### src/design/lsgtf_pkg.sv
package lsgtf_pkg;

   // ****************************************
   // register indices (byte address is four times the index)
   // ****************************************
   localparam logic [7:0] IDX_VIS_GAIN = 8'h11;
   localparam logic [7:0] IDX_VIS_MISC = 8'h12;
   localparam logic [7:0] IDX_AMB_HYST = 8'h16;
   localparam logic [7:0] IDX_PRX_HYST = 8'h17;
   localparam logic [7:0] IDX_PS_PERSIST = 8'h18;
   localparam logic [7:0] IDX_ALS_PERSIST = 8'h19;
   localparam logic [7:0] IDX_AMB_LOW_TH = 8'h20;
   localparam logic [7:0] IDX_AMB_HIGH_TH = 8'h21;
   localparam logic [7:0] IDX_PS_TH0 = 8'h22;
   localparam logic [7:0] IDX_PS_TH1 = 8'h23;
   localparam logic [7:0] IDX_PS_TH2 = 8'h24;
   localparam logic [7:0] IDX_IR_CFG = 8'h25;
   localparam logic [7:0] IDX_SEQ_CFG = 8'h26;
   localparam logic [7:0] IDX_FLT_STATUS = 8'h27;
   localparam logic [7:0] IDX_IRQ_STATUS = 8'h28;
   localparam logic [7:0] IDX_IRQ_MASK = 8'h29;

   // ****************************************
   // field positions
   // ****************************************
   localparam int GAIN_MSB = 2;
   localparam int RANGE_BIT = 5;
   localparam int EARLY_REV_BIT = 0;
   localparam int NUM_EVENTS = 5;

   // ****************************************
   // reset values
   // ****************************************
   localparam logic [2:0] RST_GAIN = 3'h0;
   localparam logic RST_RANGE = 1'b0;
   localparam logic [7:0] RST_HYST = 8'h48;
   localparam logic [7:0] RST_PERSIST = 8'h03;
   localparam logic [15:0] RST_THRESHOLD = 16'hffff;
   localparam logic RST_EARLY_REV = 1'b0;
   localparam logic [4:0] RST_IRQ = 5'h00;

   // ****************************************
   // counts
   // ****************************************
   localparam logic [6:0] DIV_CNT_RST = 7'h00;
   localparam logic [3:0] RUN_RST = 4'h0;
   localparam logic [7:0] TICK_GAP_MAX = 8'h7f;

   function automatic logic [7:0] reg_index(input logic [11:0] addr);
      reg_index = addr[9:2];
   endfunction

   function automatic logic [3:0] ones_count(input logic [7:0] m);
      logic [3:0] n;
      n = 4'h0;
      for (int i = 0; i < 8; i++) begin
         n = n + {3'h0, m[i]};
      end
      ones_count = n;
   endfunction

endpackage

### src/design/lsgtf_hyst_expand.sv
`timescale 1ns/1ps
// expands an 8-bit compressed code (4-bit exponent, 4-bit mantissa) to 16 bits
module lsgtf_hyst_expand (
   input wire logic [7:0] code, // compressed code
   output logic [15:0] value // expanded value
);

   logic [35:0] wide;

   always_comb begin
      wide = {31'h0, 1'b1, code[3:0]} << code[7:4];
      value = wide[19:4];
   end

endmodule

### src/design/lsgtf_persist_filter.sv
`timescale 1ns/1ps
module lsgtf_persist_filter #(
   parameter bit INVERT = 1'b0 // 1: idle state tests for a fall below the threshold
) (
   input wire logic pclk, // clock
   input wire logic presetn, // async reset, active low
   input wire logic sample_valid, // one-cycle sample strobe
   input wire logic [15:0] sample, // sample value
   input wire logic [15:0] threshold, // threshold
   input wire logic [15:0] hyst, // expanded hysteresis
   input wire logic [7:0] mask, // persistence mask
   output logic status, // filtered crossing status
   output logic changed // pulse in the cycle the status changes
);

   typedef struct packed {
      logic status;
      logic changed;
      logic [3:0] run;
   } lsgtf_flt_type;

   lsgtf_flt_type s_q, s_d;
   logic [16:0] up_sum;
   logic [15:0] up_lim;
   logic [15:0] dn_lim;
   logic rising_test;
   logic hit;
   logic [3:0] need;

   always_comb begin
      up_sum = {1'b0, threshold} + {1'b0, hyst};
      up_lim = up_sum[16] ? 16'hffff : up_sum[15:0];
      dn_lim = (threshold > hyst) ? 16'(threshold - hyst) : 16'h0000;
      rising_test = (s_q.status ^ INVERT) == 1'b0;
      hit = rising_test ? (sample > up_lim) : (sample < dn_lim);
      need = lsgtf_pkg::ones_count(mask);
      if (need == 4'h0) begin
         need = 4'h1;
      end
      s_d = s_q;
      s_d.changed = 1'b0;
      if (sample_valid) begin
         if (!hit) begin
            s_d.run = lsgtf_pkg::RUN_RST;
         end else if (4'(s_q.run + 4'h1) >= need) begin
            s_d.status = ~s_q.status;
            s_d.changed = 1'b1;
            s_d.run = lsgtf_pkg::RUN_RST;
         end else begin
            s_d.run = 4'(s_q.run + 4'h1);
         end
      end
   end

   always_ff @(posedge pclk or negedge presetn) begin
      if (!presetn) begin
         s_q <= '0;
      end else begin
         s_q <= s_d;
      end
   end

   assign status = s_q.status;
   assign changed = s_q.changed;

   // ****************************************
   // assertions
   // ****************************************
   property p_change_needs_sample;
      @(posedge pclk) disable iff (!presetn) $changed(status) |-> $past(sample_valid) && $past(hit);
   endproperty
   a_change_needs_sample: assert property (p_change_needs_sample) else $error("status moved without a hit");

   property p_run_restart;
      @(posedge pclk) disable iff (!presetn) (sample_valid && !hit) |=> (s_q.run == 4'h0) && $stable(status);
   endproperty
   a_run_restart: assert property (p_run_restart) else $error("run not restarted on a miss");

   property p_changed_pulse;
      @(posedge pclk) disable iff (!presetn) $changed(status) |-> changed ##1 !changed || $changed(status);
   endproperty
   a_changed_pulse: assert property (p_changed_pulse) else $error("change pulse wrong");

   c_status_flip: cover property (@(posedge pclk) disable iff (!presetn) changed);

endmodule

### src/design/lsgtf_top.sv
`timescale 1ns/1ps
// Notes on behaviour
// the visible integration is lengthened by 2 to the 3-bit gain exponent, dividing the adc clock (7 gives 128).
// bit 5 of the visible misc setting selects the high signal range, with gain reduced by 14.5.
// on early sequencer revisions the visible gain and range also govern infrared ambient measurements.
// one ambient hysteresis, a compressed 8-bit code for 16 bits, applies to both ambient thresholds.
// one proximity hysteresis, coded the same way, applies to all three proximity thresholds.
// a proximity status changes only after as many consecutive crossings as its mask has set bits.
// an ambient status changes only after as many consecutive crossings as its mask has set bits.
// the host should set the visible recovery period to the one's complement of the gain exponent.
// rising crossings test threshold plus hysteresis, falling ones minus it; a miss restarts the count.
module lsgtf_top (
   input wire logic pclk, // clock, 100 MHz
   input wire logic presetn, // async reset, active low
   input wire logic psel, // apb select
   input wire logic penable, // apb enable
   input wire logic pwrite, // apb direction
   input wire logic [11:0] paddr, // apb byte address
   input wire logic [31:0] pwdata, // apb write data
   output logic [31:0] prdata, // apb read data
   output logic pready, // apb ready
   output logic pslverr, // apb error
   input wire logic als_valid, // ambient sample strobe
   input wire logic [15:0] als_sample, // ambient sample
   input wire logic ps_valid, // proximity sample strobe
   input wire logic [1:0] ps_channel, // proximity channel 0..2
   input wire logic [15:0] ps_sample, // proximity sample
   output logic vis_adc_tick, // divided visible adc clock tick
   output logic [2:0] visible_gain_exponent, // visible gain exponent
   output logic visible_signal_range, // visible high range
   output logic [2:0] ir_gain_exponent, // effective infrared gain
   output logic ir_signal_range, // effective infrared range
   output logic als_low_status, // ambient below low threshold
   output logic als_high_status, // ambient above high threshold
   output logic [2:0] ps_status, // proximity above thresholds
   output logic irq // interrupt, level
);

   // ****************************************
   // state
   // ****************************************
   typedef struct packed {
      logic [2:0] vis_gain;
      logic vis_rng;
      logic [7:0] amb_hyst;
      logic [7:0] prx_hyst;
      logic [7:0] ps_mask;
      logic [7:0] als_mask;
      logic [15:0] als_lo;
      logic [15:0] als_hi;
      logic [2:0][15:0] ps_th;
      logic [2:0] ir_gain;
      logic ir_range;
      logic early_rev;
      logic [4:0] irq_stat;
      logic [4:0] irq_mask;
      logic irq;
      logic pready;
      logic pslverr;
      logic [31:0] prdata;
      logic [6:0] div_cnt;
      logic tick;
      logic [2:0] eff_ir_gain;
      logic eff_ir_range;
      logic [7:0] chk_gap;
      logic chk_run7;
   } lsgtf_regs_type;

   lsgtf_regs_type s_q, s_d;

   logic [7:0] idx;
   logic access;
   logic wr_en;
   logic mapped;
   logic [31:0] rd_val;
   logic [7:0] lim8;
   logic [6:0] div_lim;
   logic [15:0] amb_hyst_val;
   logic [15:0] prx_hyst_val;
   logic [4:0] events;
   logic [4:0] w1c;
   logic als_lo_chg;
   logic als_hi_chg;
   logic [2:0] ps_chg;

   // ****************************************
   // hysteresis expansion
   // ****************************************
   lsgtf_hyst_expand u_amb_hyst (
      .code(s_q.amb_hyst),
      .value(amb_hyst_val)
   );

   lsgtf_hyst_expand u_prx_hyst (
      .code(s_q.prx_hyst),
      .value(prx_hyst_val)
   );

   // ****************************************
   // persistence filters
   // ****************************************
   lsgtf_persist_filter #(
      .INVERT(1'b1)
   ) u_als_low (
      .pclk(pclk),
      .presetn(presetn),
      .sample_valid(als_valid),
      .sample(als_sample),
      .threshold(s_q.als_lo),
      .hyst(amb_hyst_val),
      .mask(s_q.als_mask),
      .status(als_low_status),
      .changed(als_lo_chg)
   );

   lsgtf_persist_filter #(
      .INVERT(1'b0)
   ) u_als_high (
      .pclk(pclk),
      .presetn(presetn),
      .sample_valid(als_valid),
      .sample(als_sample),
      .threshold(s_q.als_hi),
      .hyst(amb_hyst_val),
      .mask(s_q.als_mask),
      .status(als_high_status),
      .changed(als_hi_chg)
   );

   generate
      for (genvar g = 0; g < 3; g++) begin : g_ps
         lsgtf_persist_filter #(
            .INVERT(1'b0)
         ) u_ps (
            .pclk(pclk),
            .presetn(presetn),
            .sample_valid(ps_valid && (ps_channel == 2'(g))),
            .sample(ps_sample),
            .threshold(s_q.ps_th[g]),
            .hyst(prx_hyst_val),
            .mask(s_q.ps_mask),
            .status(ps_status[g]),
            .changed(ps_chg[g])
         );
      end
   endgenerate

   // ****************************************
   // next state
   // ****************************************
   always_comb begin
      idx = lsgtf_pkg::reg_index(paddr);
      access = psel && penable;
      wr_en = access && pwrite && s_q.pready;
      events = {ps_chg, als_hi_chg, als_lo_chg};
      w1c = 5'h00;
      mapped = 1'b1;
      rd_val = 32'h0000_0000;
      unique case (idx)
         lsgtf_pkg::IDX_VIS_GAIN: rd_val = {29'h0, s_q.vis_gain};
         lsgtf_pkg::IDX_VIS_MISC: rd_val = {26'h0, s_q.vis_rng, 5'h00};
         lsgtf_pkg::IDX_AMB_HYST: rd_val = {24'h0, s_q.amb_hyst};
         lsgtf_pkg::IDX_PRX_HYST: rd_val = {24'h0, s_q.prx_hyst};
         lsgtf_pkg::IDX_PS_PERSIST: rd_val = {24'h0, s_q.ps_mask};
         lsgtf_pkg::IDX_ALS_PERSIST: rd_val = {24'h0, s_q.als_mask};
         lsgtf_pkg::IDX_AMB_LOW_TH: rd_val = {16'h0, s_q.als_lo};
         lsgtf_pkg::IDX_AMB_HIGH_TH: rd_val = {16'h0, s_q.als_hi};
         lsgtf_pkg::IDX_PS_TH0: rd_val = {16'h0, s_q.ps_th[0]};
         lsgtf_pkg::IDX_PS_TH1: rd_val = {16'h0, s_q.ps_th[1]};
         lsgtf_pkg::IDX_PS_TH2: rd_val = {16'h0, s_q.ps_th[2]};
         lsgtf_pkg::IDX_IR_CFG: rd_val = {26'h0, s_q.ir_range, 2'h0, s_q.ir_gain};
         lsgtf_pkg::IDX_SEQ_CFG: rd_val = {31'h0, s_q.early_rev};
         lsgtf_pkg::IDX_FLT_STATUS: rd_val = {27'h0, ps_status, als_high_status, als_low_status};
         lsgtf_pkg::IDX_IRQ_STATUS: rd_val = {27'h0, s_q.irq_stat};
         lsgtf_pkg::IDX_IRQ_MASK: rd_val = {27'h0, s_q.irq_mask};
         default: mapped = 1'b0;
      endcase
      if (paddr[11:10] != 2'h0 || paddr[1:0] != 2'h0) begin
         mapped = 1'b0;
      end

      s_d = s_q;

      // apb: ready comes in the second access cycle
      s_d.pready = access && !s_q.pready;
      s_d.pslverr = access && !s_q.pready && !mapped;
      s_d.prdata = (access && !s_q.pready && !pwrite && mapped) ? rd_val : 32'h0000_0000;

      if (wr_en && mapped) begin
         unique case (idx)
            lsgtf_pkg::IDX_VIS_GAIN: s_d.vis_gain = pwdata[lsgtf_pkg::GAIN_MSB:0];
            lsgtf_pkg::IDX_VIS_MISC: s_d.vis_rng = pwdata[lsgtf_pkg::RANGE_BIT];
            lsgtf_pkg::IDX_AMB_HYST: s_d.amb_hyst = pwdata[7:0];
            lsgtf_pkg::IDX_PRX_HYST: s_d.prx_hyst = pwdata[7:0];
            lsgtf_pkg::IDX_PS_PERSIST: s_d.ps_mask = pwdata[7:0];
            lsgtf_pkg::IDX_ALS_PERSIST: s_d.als_mask = pwdata[7:0];
            lsgtf_pkg::IDX_AMB_LOW_TH: s_d.als_lo = pwdata[15:0];
            lsgtf_pkg::IDX_AMB_HIGH_TH: s_d.als_hi = pwdata[15:0];
            lsgtf_pkg::IDX_PS_TH0: s_d.ps_th[0] = pwdata[15:0];
            lsgtf_pkg::IDX_PS_TH1: s_d.ps_th[1] = pwdata[15:0];
            lsgtf_pkg::IDX_PS_TH2: s_d.ps_th[2] = pwdata[15:0];
            lsgtf_pkg::IDX_IR_CFG: begin
               s_d.ir_gain = pwdata[lsgtf_pkg::GAIN_MSB:0];
               s_d.ir_range = pwdata[lsgtf_pkg::RANGE_BIT];
            end
            lsgtf_pkg::IDX_SEQ_CFG: s_d.early_rev = pwdata[lsgtf_pkg::EARLY_REV_BIT];
            lsgtf_pkg::IDX_IRQ_STATUS: w1c = pwdata[4:0];
            lsgtf_pkg::IDX_IRQ_MASK: s_d.irq_mask = pwdata[4:0];
            default: ;
         endcase
      end

      // sticky events: a new event wins over a clear in the same cycle
      s_d.irq_stat = (s_q.irq_stat & ~w1c) | events;
      s_d.irq = |(s_q.irq_stat & s_q.irq_mask);

      // adc clock divider: one tick every 2^gain cycles
      lim8 = 8'(8'h01 << s_q.vis_gain) - 8'h01;
      div_lim = lim8[6:0];
      if (s_q.div_cnt >= div_lim) begin
         s_d.div_cnt = lsgtf_pkg::DIV_CNT_RST;
         s_d.tick = 1'b1;
      end else begin
         s_d.div_cnt = 7'(s_q.div_cnt + 7'h01);
         s_d.tick = 1'b0;
      end

      // infrared settings: early revisions reuse the visible ones
      s_d.eff_ir_gain = s_q.early_rev ? s_q.vis_gain : s_q.ir_gain;
      s_d.eff_ir_range = s_q.early_rev ? s_q.vis_rng : s_q.ir_range;

      // assertion helper: cycles since the last tick, and whether the gain stayed at 7 over them
      s_d.chk_gap = s_q.tick ? 8'h00 : ((s_q.chk_gap == 8'hff) ? 8'hff : 8'(s_q.chk_gap + 8'h01));
      s_d.chk_run7 = (s_q.tick || s_q.chk_run7) && (s_q.vis_gain == 3'h7);
   end

   always_ff @(posedge pclk or negedge presetn) begin
      if (!presetn) begin
         s_q <= '0;
         s_q.vis_gain <= lsgtf_pkg::RST_GAIN;
         s_q.vis_rng <= lsgtf_pkg::RST_RANGE;
         s_q.amb_hyst <= lsgtf_pkg::RST_HYST;
         s_q.prx_hyst <= lsgtf_pkg::RST_HYST;
         s_q.ps_mask <= lsgtf_pkg::RST_PERSIST;
         s_q.als_mask <= lsgtf_pkg::RST_PERSIST;
         s_q.als_lo <= 16'h0000;
         s_q.als_hi <= lsgtf_pkg::RST_THRESHOLD;
         s_q.ps_th <= {3{lsgtf_pkg::RST_THRESHOLD}};
         s_q.early_rev <= lsgtf_pkg::RST_EARLY_REV;
         s_q.irq_stat <= lsgtf_pkg::RST_IRQ;
         s_q.irq_mask <= lsgtf_pkg::RST_IRQ;
         s_q.div_cnt <= lsgtf_pkg::DIV_CNT_RST;
      end else begin
         s_q <= s_d;
      end
   end

   // ****************************************
   // outputs
   // ****************************************
   assign prdata = s_q.prdata;
   assign pready = s_q.pready;
   assign pslverr = s_q.pslverr;
   assign vis_adc_tick = s_q.tick;
   assign visible_gain_exponent = s_q.vis_gain;
   assign visible_signal_range = s_q.vis_rng;
   assign ir_gain_exponent = s_q.eff_ir_gain;
   assign ir_signal_range = s_q.eff_ir_range;
   assign irq = s_q.irq;

   // ****************************************
   // assertions
   // ****************************************
   property p_gain_write;
      @(posedge pclk) disable iff (!presetn)
         (wr_en && mapped && idx == lsgtf_pkg::IDX_VIS_GAIN) |=> visible_gain_exponent == $past(pwdata[2:0]);
   endproperty
   a_gain_write: assert property (p_gain_write) else $error("gain write lost");

   property p_tick_gap;
      @(posedge pclk) disable iff (!presetn) (vis_adc_tick && visible_gain_exponent != 3'h0) |=> !vis_adc_tick;
   endproperty
   a_tick_gap: assert property (p_tick_gap) else $error("adc tick not divided");

   property p_tick_max;
      @(posedge pclk) disable iff (!presetn)
         s_q.chk_run7 |-> vis_adc_tick == (s_q.chk_gap == lsgtf_pkg::TICK_GAP_MAX);
   endproperty
   a_tick_max: assert property (p_tick_max) else $error("divide by 128 wrong");

   property p_range_write;
      @(posedge pclk) disable iff (!presetn)
         (wr_en && mapped && idx == lsgtf_pkg::IDX_VIS_MISC) |=> visible_signal_range == $past(pwdata[5]);
   endproperty
   a_range_write: assert property (p_range_write) else $error("range write lost");

   property p_ir_follows;
      @(posedge pclk) disable iff (!presetn)
         s_q.early_rev |=> ir_gain_exponent == $past(visible_gain_exponent) && ir_signal_range == $past(visible_signal_range);
   endproperty
   a_ir_follows: assert property (p_ir_follows) else $error("infrared not following visible");

   property p_amb_hyst;
      @(posedge pclk) disable iff (!presetn) s_q.amb_hyst == 8'h48 |-> amb_hyst_val == 16'h0018;
   endproperty
   a_amb_hyst: assert property (p_amb_hyst) else $error("ambient hysteresis decode wrong");

   property p_prx_hyst;
      @(posedge pclk) disable iff (!presetn) s_q.prx_hyst == 8'h48 |-> prx_hyst_val == 16'h0018;
   endproperty
   a_prx_hyst: assert property (p_prx_hyst) else $error("proximity hysteresis decode wrong");

   property p_irq_level;
      @(posedge pclk) disable iff (!presetn) (|(s_q.irq_stat & s_q.irq_mask)) |=> irq;
   endproperty
   a_irq_level: assert property (p_irq_level) else $error("interrupt not raised");

   property p_ready_once;
      @(posedge pclk) disable iff (!presetn) (psel && penable && !pready) |=> pready ##1 !pready;
   endproperty
   a_ready_once: assert property (p_ready_once) else $error("apb ready timing wrong");

   property p_err_with_ready;
      @(posedge pclk) disable iff (!presetn) pslverr |-> pready;
   endproperty
   a_err_with_ready: assert property (p_err_with_ready) else $error("error without ready");

   property p_rdata_idle;
      @(posedge pclk) disable iff (!presetn) !pready |-> prdata == 32'h0000_0000;
   endproperty
   a_rdata_idle: assert property (p_rdata_idle) else $error("read data outside transfer");

   property p_set_wins;
      @(posedge pclk) disable iff (!presetn) (|events) |=> (s_q.irq_stat & $past(events)) == $past(events);
   endproperty
   a_set_wins: assert property (p_set_wins) else $error("event lost in status");

   property p_w1c;
      @(posedge pclk) disable iff (!presetn) (wr_en && mapped && idx == lsgtf_pkg::IDX_IRQ_STATUS && events == 5'h00)
         |=> (s_q.irq_stat & $past(pwdata[4:0])) == 5'h00;
   endproperty
   a_w1c: assert property (p_w1c) else $error("status bit not cleared");

   c_irq: cover property (@(posedge pclk) disable iff (!presetn) $rose(irq));
   c_err: cover property (@(posedge pclk) disable iff (!presetn) pslverr);
   c_ps_change: cover property (@(posedge pclk) disable iff (!presetn) |ps_chg);
   c_tick_max: cover property (@(posedge pclk) disable iff (!presetn) s_q.chk_run7 && vis_adc_tick);

endmodule

### config.mk
export PLATFORM = sky130hd
export DESIGN_NAME = lsgtf_top
export DESIGN_NICKNAME = d
export VERILOG_FILES = /design/src/design/lsgtf_pkg.sv /design/src/design/lsgtf_hyst_expand.sv /design/src/design/lsgtf_persist_filter.sv /design/src/design/lsgtf_top.sv
export SDC_FILE = /design/constraint.sdc
export NUM_CORES = 1
export LEC_CHECK = 0
export BUFFER_PORTS_ARGS = -buffer_cell sky130_fd_sc_hd__buf_4
export CAP_MARGIN = 30
export CORE_ASPECT_RATIO = 1.1
export CORE_MARGIN = 2
export CORE_UTILIZATION = 25
export CTS_CLUSTER_DIAMETER = 80
export DETAILED_ROUTE_END_ITERATION = 10
export PLACE_DENSITY_LB_ADDON = 0.3
export RECOVER_POWER = 25
export SLEW_MARGIN = 40
export SYNTH_ARGS = -nofsm -noshare
export SYNTH_HDL_FRONTEND = slang
export SYNTH_SLANG_ARGS = --single-unit
### constraint.sdc
create_clock -name pclk -period 11.1 [get_ports pclk]
set_input_delay 1.11 -clock pclk [delete_from_list [all_inputs] [get_ports pclk]]
set_output_delay 1.11 -clock pclk [all_outputs]
set_load 0.05 [all_outputs]
==> flow_metrics.tcl <==
set metrics [dict create \
    outcome "complete, but fails checks" \
    violations "capacitance limit, slew limit" \
    diodes 0 \
    core_mm2 0.08772 \
    io_pins 134 \
    syn_to_final_growth_pct 9.828 \
    reg2reg_depth 23 \
    p_per_area_mw_per_mm2 74.63 \
    r2r-start "s_q[172]" \
    htree_levels 4 \
    hold_violations 0 \
    period_share_pct 64.08 \
    arrival_ns 7.52 \
    place_congestion 0.8675 \
    drt_pass1_iterations 5 \
    die_area_mm2 0.09080 \
    synth-edff-count 0 \
    dp_slack_ns 4.071 \
    synth.avg_cell_area_um2 8.559 \
    reg2reg_slack_ns 3.99 \
    num_vias 18816 \
    critPathRequiredTime_ns 11.51 \
    reg2reg_to "g_ps[0].u_ps.s_q[0]" \
    track_usage_pct 15.95 \
    drive_gt1_share_pct 14.60 \
    grt_pass1_wl_um 111000 \
    netlist.top_cell.by_area "ha_1" \
    cts_root_buf "clkbuf_16" \
    vdd.ir_drop.worst_mv 0.07759 \
    min_from "g_ps[1].u_ps.changed" \
    cts.sinks 192 \
    synth_seq_cells 192 \
    fin_tns_setup_ns 0 \
    max_freq_mhz 140.6 \
    synthFlopType "dfrtp_1" \
    clk_pin_slew_ns 0.08 \
    grt_setup_unrepaired "false" \
    setup_viol 0 \
    cts_buffer_depth 2 \
    p_leak_nw 10.95 \
    synth_cell_types 90 \
    yosys-top-cells-area "ha_1 21%, dfrtp_1 14%, dfstp_2 8.6%" \
    dr.first_iter.drc_count 1299 \
    grt_pass1_vias 18411 \
    cts_resized 0 \
    ys_warn_count 0 \
    hold_class "reg2reg" \
    die_height_um 315.8 \
    grt_max_degree 75 \
    drcViolationCount 0 \
    final_nets 3051 \
    critPathKind "reg2reg" \
    fin_skew_ns 0.01751 \
    start_util_pct 25.19 \
    avgRoutedWirePerCell_um 19.42 \
    cts_tree "built" \
    hold_end "s_q[64]" \
    cts_buffers 17 \
    netlist_instances 2582 \
    whs_path_depth 1 \
    cp_max_fo 19 \
    min_period_ns 7.113 \
    synth_top_area_share_pct 20.66 \
    cp-start-kind "register" \
    worstSkewPairLatency_ns 0.47 \
    syn-cell-area_mm2 0.02210 \
    cts_setup_buffers 0 \
    max-cap-violations 2 \
    port_buffers 101 \
    hpwlAfterDp_um 60150 \
    worst_slack_ns 3.987 \
    synthArstFlopShare_pct 100.0 \
    cp-end-kind "register" \
    die_x_um 287.5 \
    drt_wl_total_um 72950 \
    route.antenna.remaining_nets 0 \
    overflow 0 \
    post_cts_hold_buffer_count 0 \
    grt_antenna_before_repair 6 \
    maxSlewHeadroom_pct -172.5 \
    synth_seq_area_share_pct 22.15 \
    drv_slew 127 \
    vias_per_cell 5.010 \
    worstMarginPinSlew_ns 4.088 \
    rows 114 \
]
## critical path, cell delays in order (launching register included)
cell and delay, ns:
dfrtp_1 0.72, nand2_1 0.14, nor2_1 0.11, nor2_1 0.07, o21ai_0 0.17, or2_2 0.30
inv_1 0.26, fa_1 0.51, nor2b_1 0.16, o311ai_1 0.53, a21oi_1 0.19, a311o_1 0.40
a21oi_1 0.30, o21ai_1 0.18, a31o_2 0.39, nor4_1 0.39, ha_1 0.20, nand4_1 0.18
nor3_1 0.36, o211ai_1 0.15, a31oi_1 0.46, a21oi_1 0.20, nor3_1 0.43, mux2_2 0.23
## cells in the final DEF (no fill, tap or decap), types with 16 or more instances in the layout
master / count
nor4_1: 16
fa_1: 18
a31oi_1: 29
xor2_1: 48
conb_1: 16
a22o_1: 20
nor2_1: 232
o21a_1: 26
inv_1: 138
nor3b_1: 17
dfrtp_1: 120
o31ai_1: 16
nand3_1: 44
or3_1: 21
clkbuf_16: 17
nor3_1: 53
dfstp_2: 72
buf_4: 106
nand4_1: 38
a211oi_1: 20
nor2b_1: 60
o21bai_1: 19
ha_1: 365
a21o_1: 64
xnor2_1: 82
nand2_1: 202
nand2b_1: 65
mux2_2: 114
mux2i_1: 19
o21ai_0: 119
a21oi_1: 166
## cells in the mapped netlist (13+ instances only)
library cell  number
a31oi_1           29
o31ai_1           16
o21a_1            26
a22o_1            20
nand2b_1          65
dfstp_2           72
o21bai_1          19
ha_1             365
or3_1             21
nor4_1            16
a211oi_1          20
nor2b_1           62
dfrtp_1          120
a21oi_1          167
a22oi_1           13
fa_1              18
o21ai_0          120
mux2i_1           19
nor3b_1           17
a222oi_1          14
inv_1            138
a21o_1            64
buf_4             44
xnor2_1           82
nand4_1           38
nand2_1          202
nand3_1           44
nor2_1           234
mux2_2           114
or2_2             14
nor3_1            55
clkbuf_1          80
xor2_1            48
## state kept, by name, indices dropped and copies added (netlist names), 3 cells and up
name	flops
visible_gain_exponent	3
g_ps.u_ps.s_q	12
ir_gain_exponent	3
u_als_low.s_q	4
u_als_high.s_q	4
prdata	16
g_ps.u_ps.changed	3
s_q	134
g_ps.u_ps.status	3
## report_power, final
| group | total (W) | switching (W) | leakage, nW | internal [W] |
|---|---|---|---|---|
| clock | 0.000601 | 0.000301 | 0.265 | 0.000299 |
| sequential | 0.000819 | 0.0000726 | 2.32 | 0.000746 |
| combinational | 0.000392 | 0.000233 | 8.37 | 0.000158 |
## through the flow
step                total power (W)  area (µm²)  hold WS, ns  instances  util, %
detailed placement         0.001225       23730       0.4120       3724    27.06
global placement           0.001224       23700       0.4087       3722    27.01
CTS                        0.001836       24280       0.4295       3756    27.68
finish                     0.001811       24270       0.4272       3756    27.67
global route               0.001916       24270       0.4465       3756    27.67
floorplan                  0.001067       22160       0.4044       2597        -
## routing by layer
metal	vias up	routed length [µm]	global-route usage [%]
met5	-	50	0
li1	9225	-	-
met3	103	3418	2.431
met1	9038	33680	21.41
met2	442	33380	25.86
met4	8	2418	5.729
## how the worst max path moves through the flow
stage,startpoint,to,slack [ns],depth (start not counted)
floorplan,s_q[171],g_ps[2].u_ps.s_q[1],5.45,25
global placement,s_q[172],g_ps[0].u_ps.s_q[0],4.19,23
detailed placement,s_q[172],g_ps[0].u_ps.s_q[0],4.07,23
CTS,s_q[172],g_ps[0].u_ps.s_q[0],4.05,23
global route,s_q[172],g_ps[0].u_ps.s_q[0],3.34,23
finish,s_q[172],g_ps[0].u_ps.s_q[0],3.99,23
## cells by family (layout without fill, tap and decap cells)
logic type	count (synthesis)	in the layout	share of synthesized area, %
AO/OA/AOI/OAI	625	625	18.71
XOR/XNOR	130	130	5.152
adder cells (fa/ha/maj)	383	383	22.30
buffers and inverters	283	282	5.747
flip-flops	192	192	22.15
multiplexers	140	140	7.281
other	1	16	0.01697
AND/OR/NAND/NOR	828	828	18.65
## final cells by class
class	count	area [µm²]
timing repair buffer	112	844.6
clock buffer	21	450.4
fill	9509	63450
tap	1160	1451
inverter	138	518.0
clock inverter	11	95.09
multi-input combinational	2122	16020
sequential	192	4895
Power figures use the tool's default switching activity.
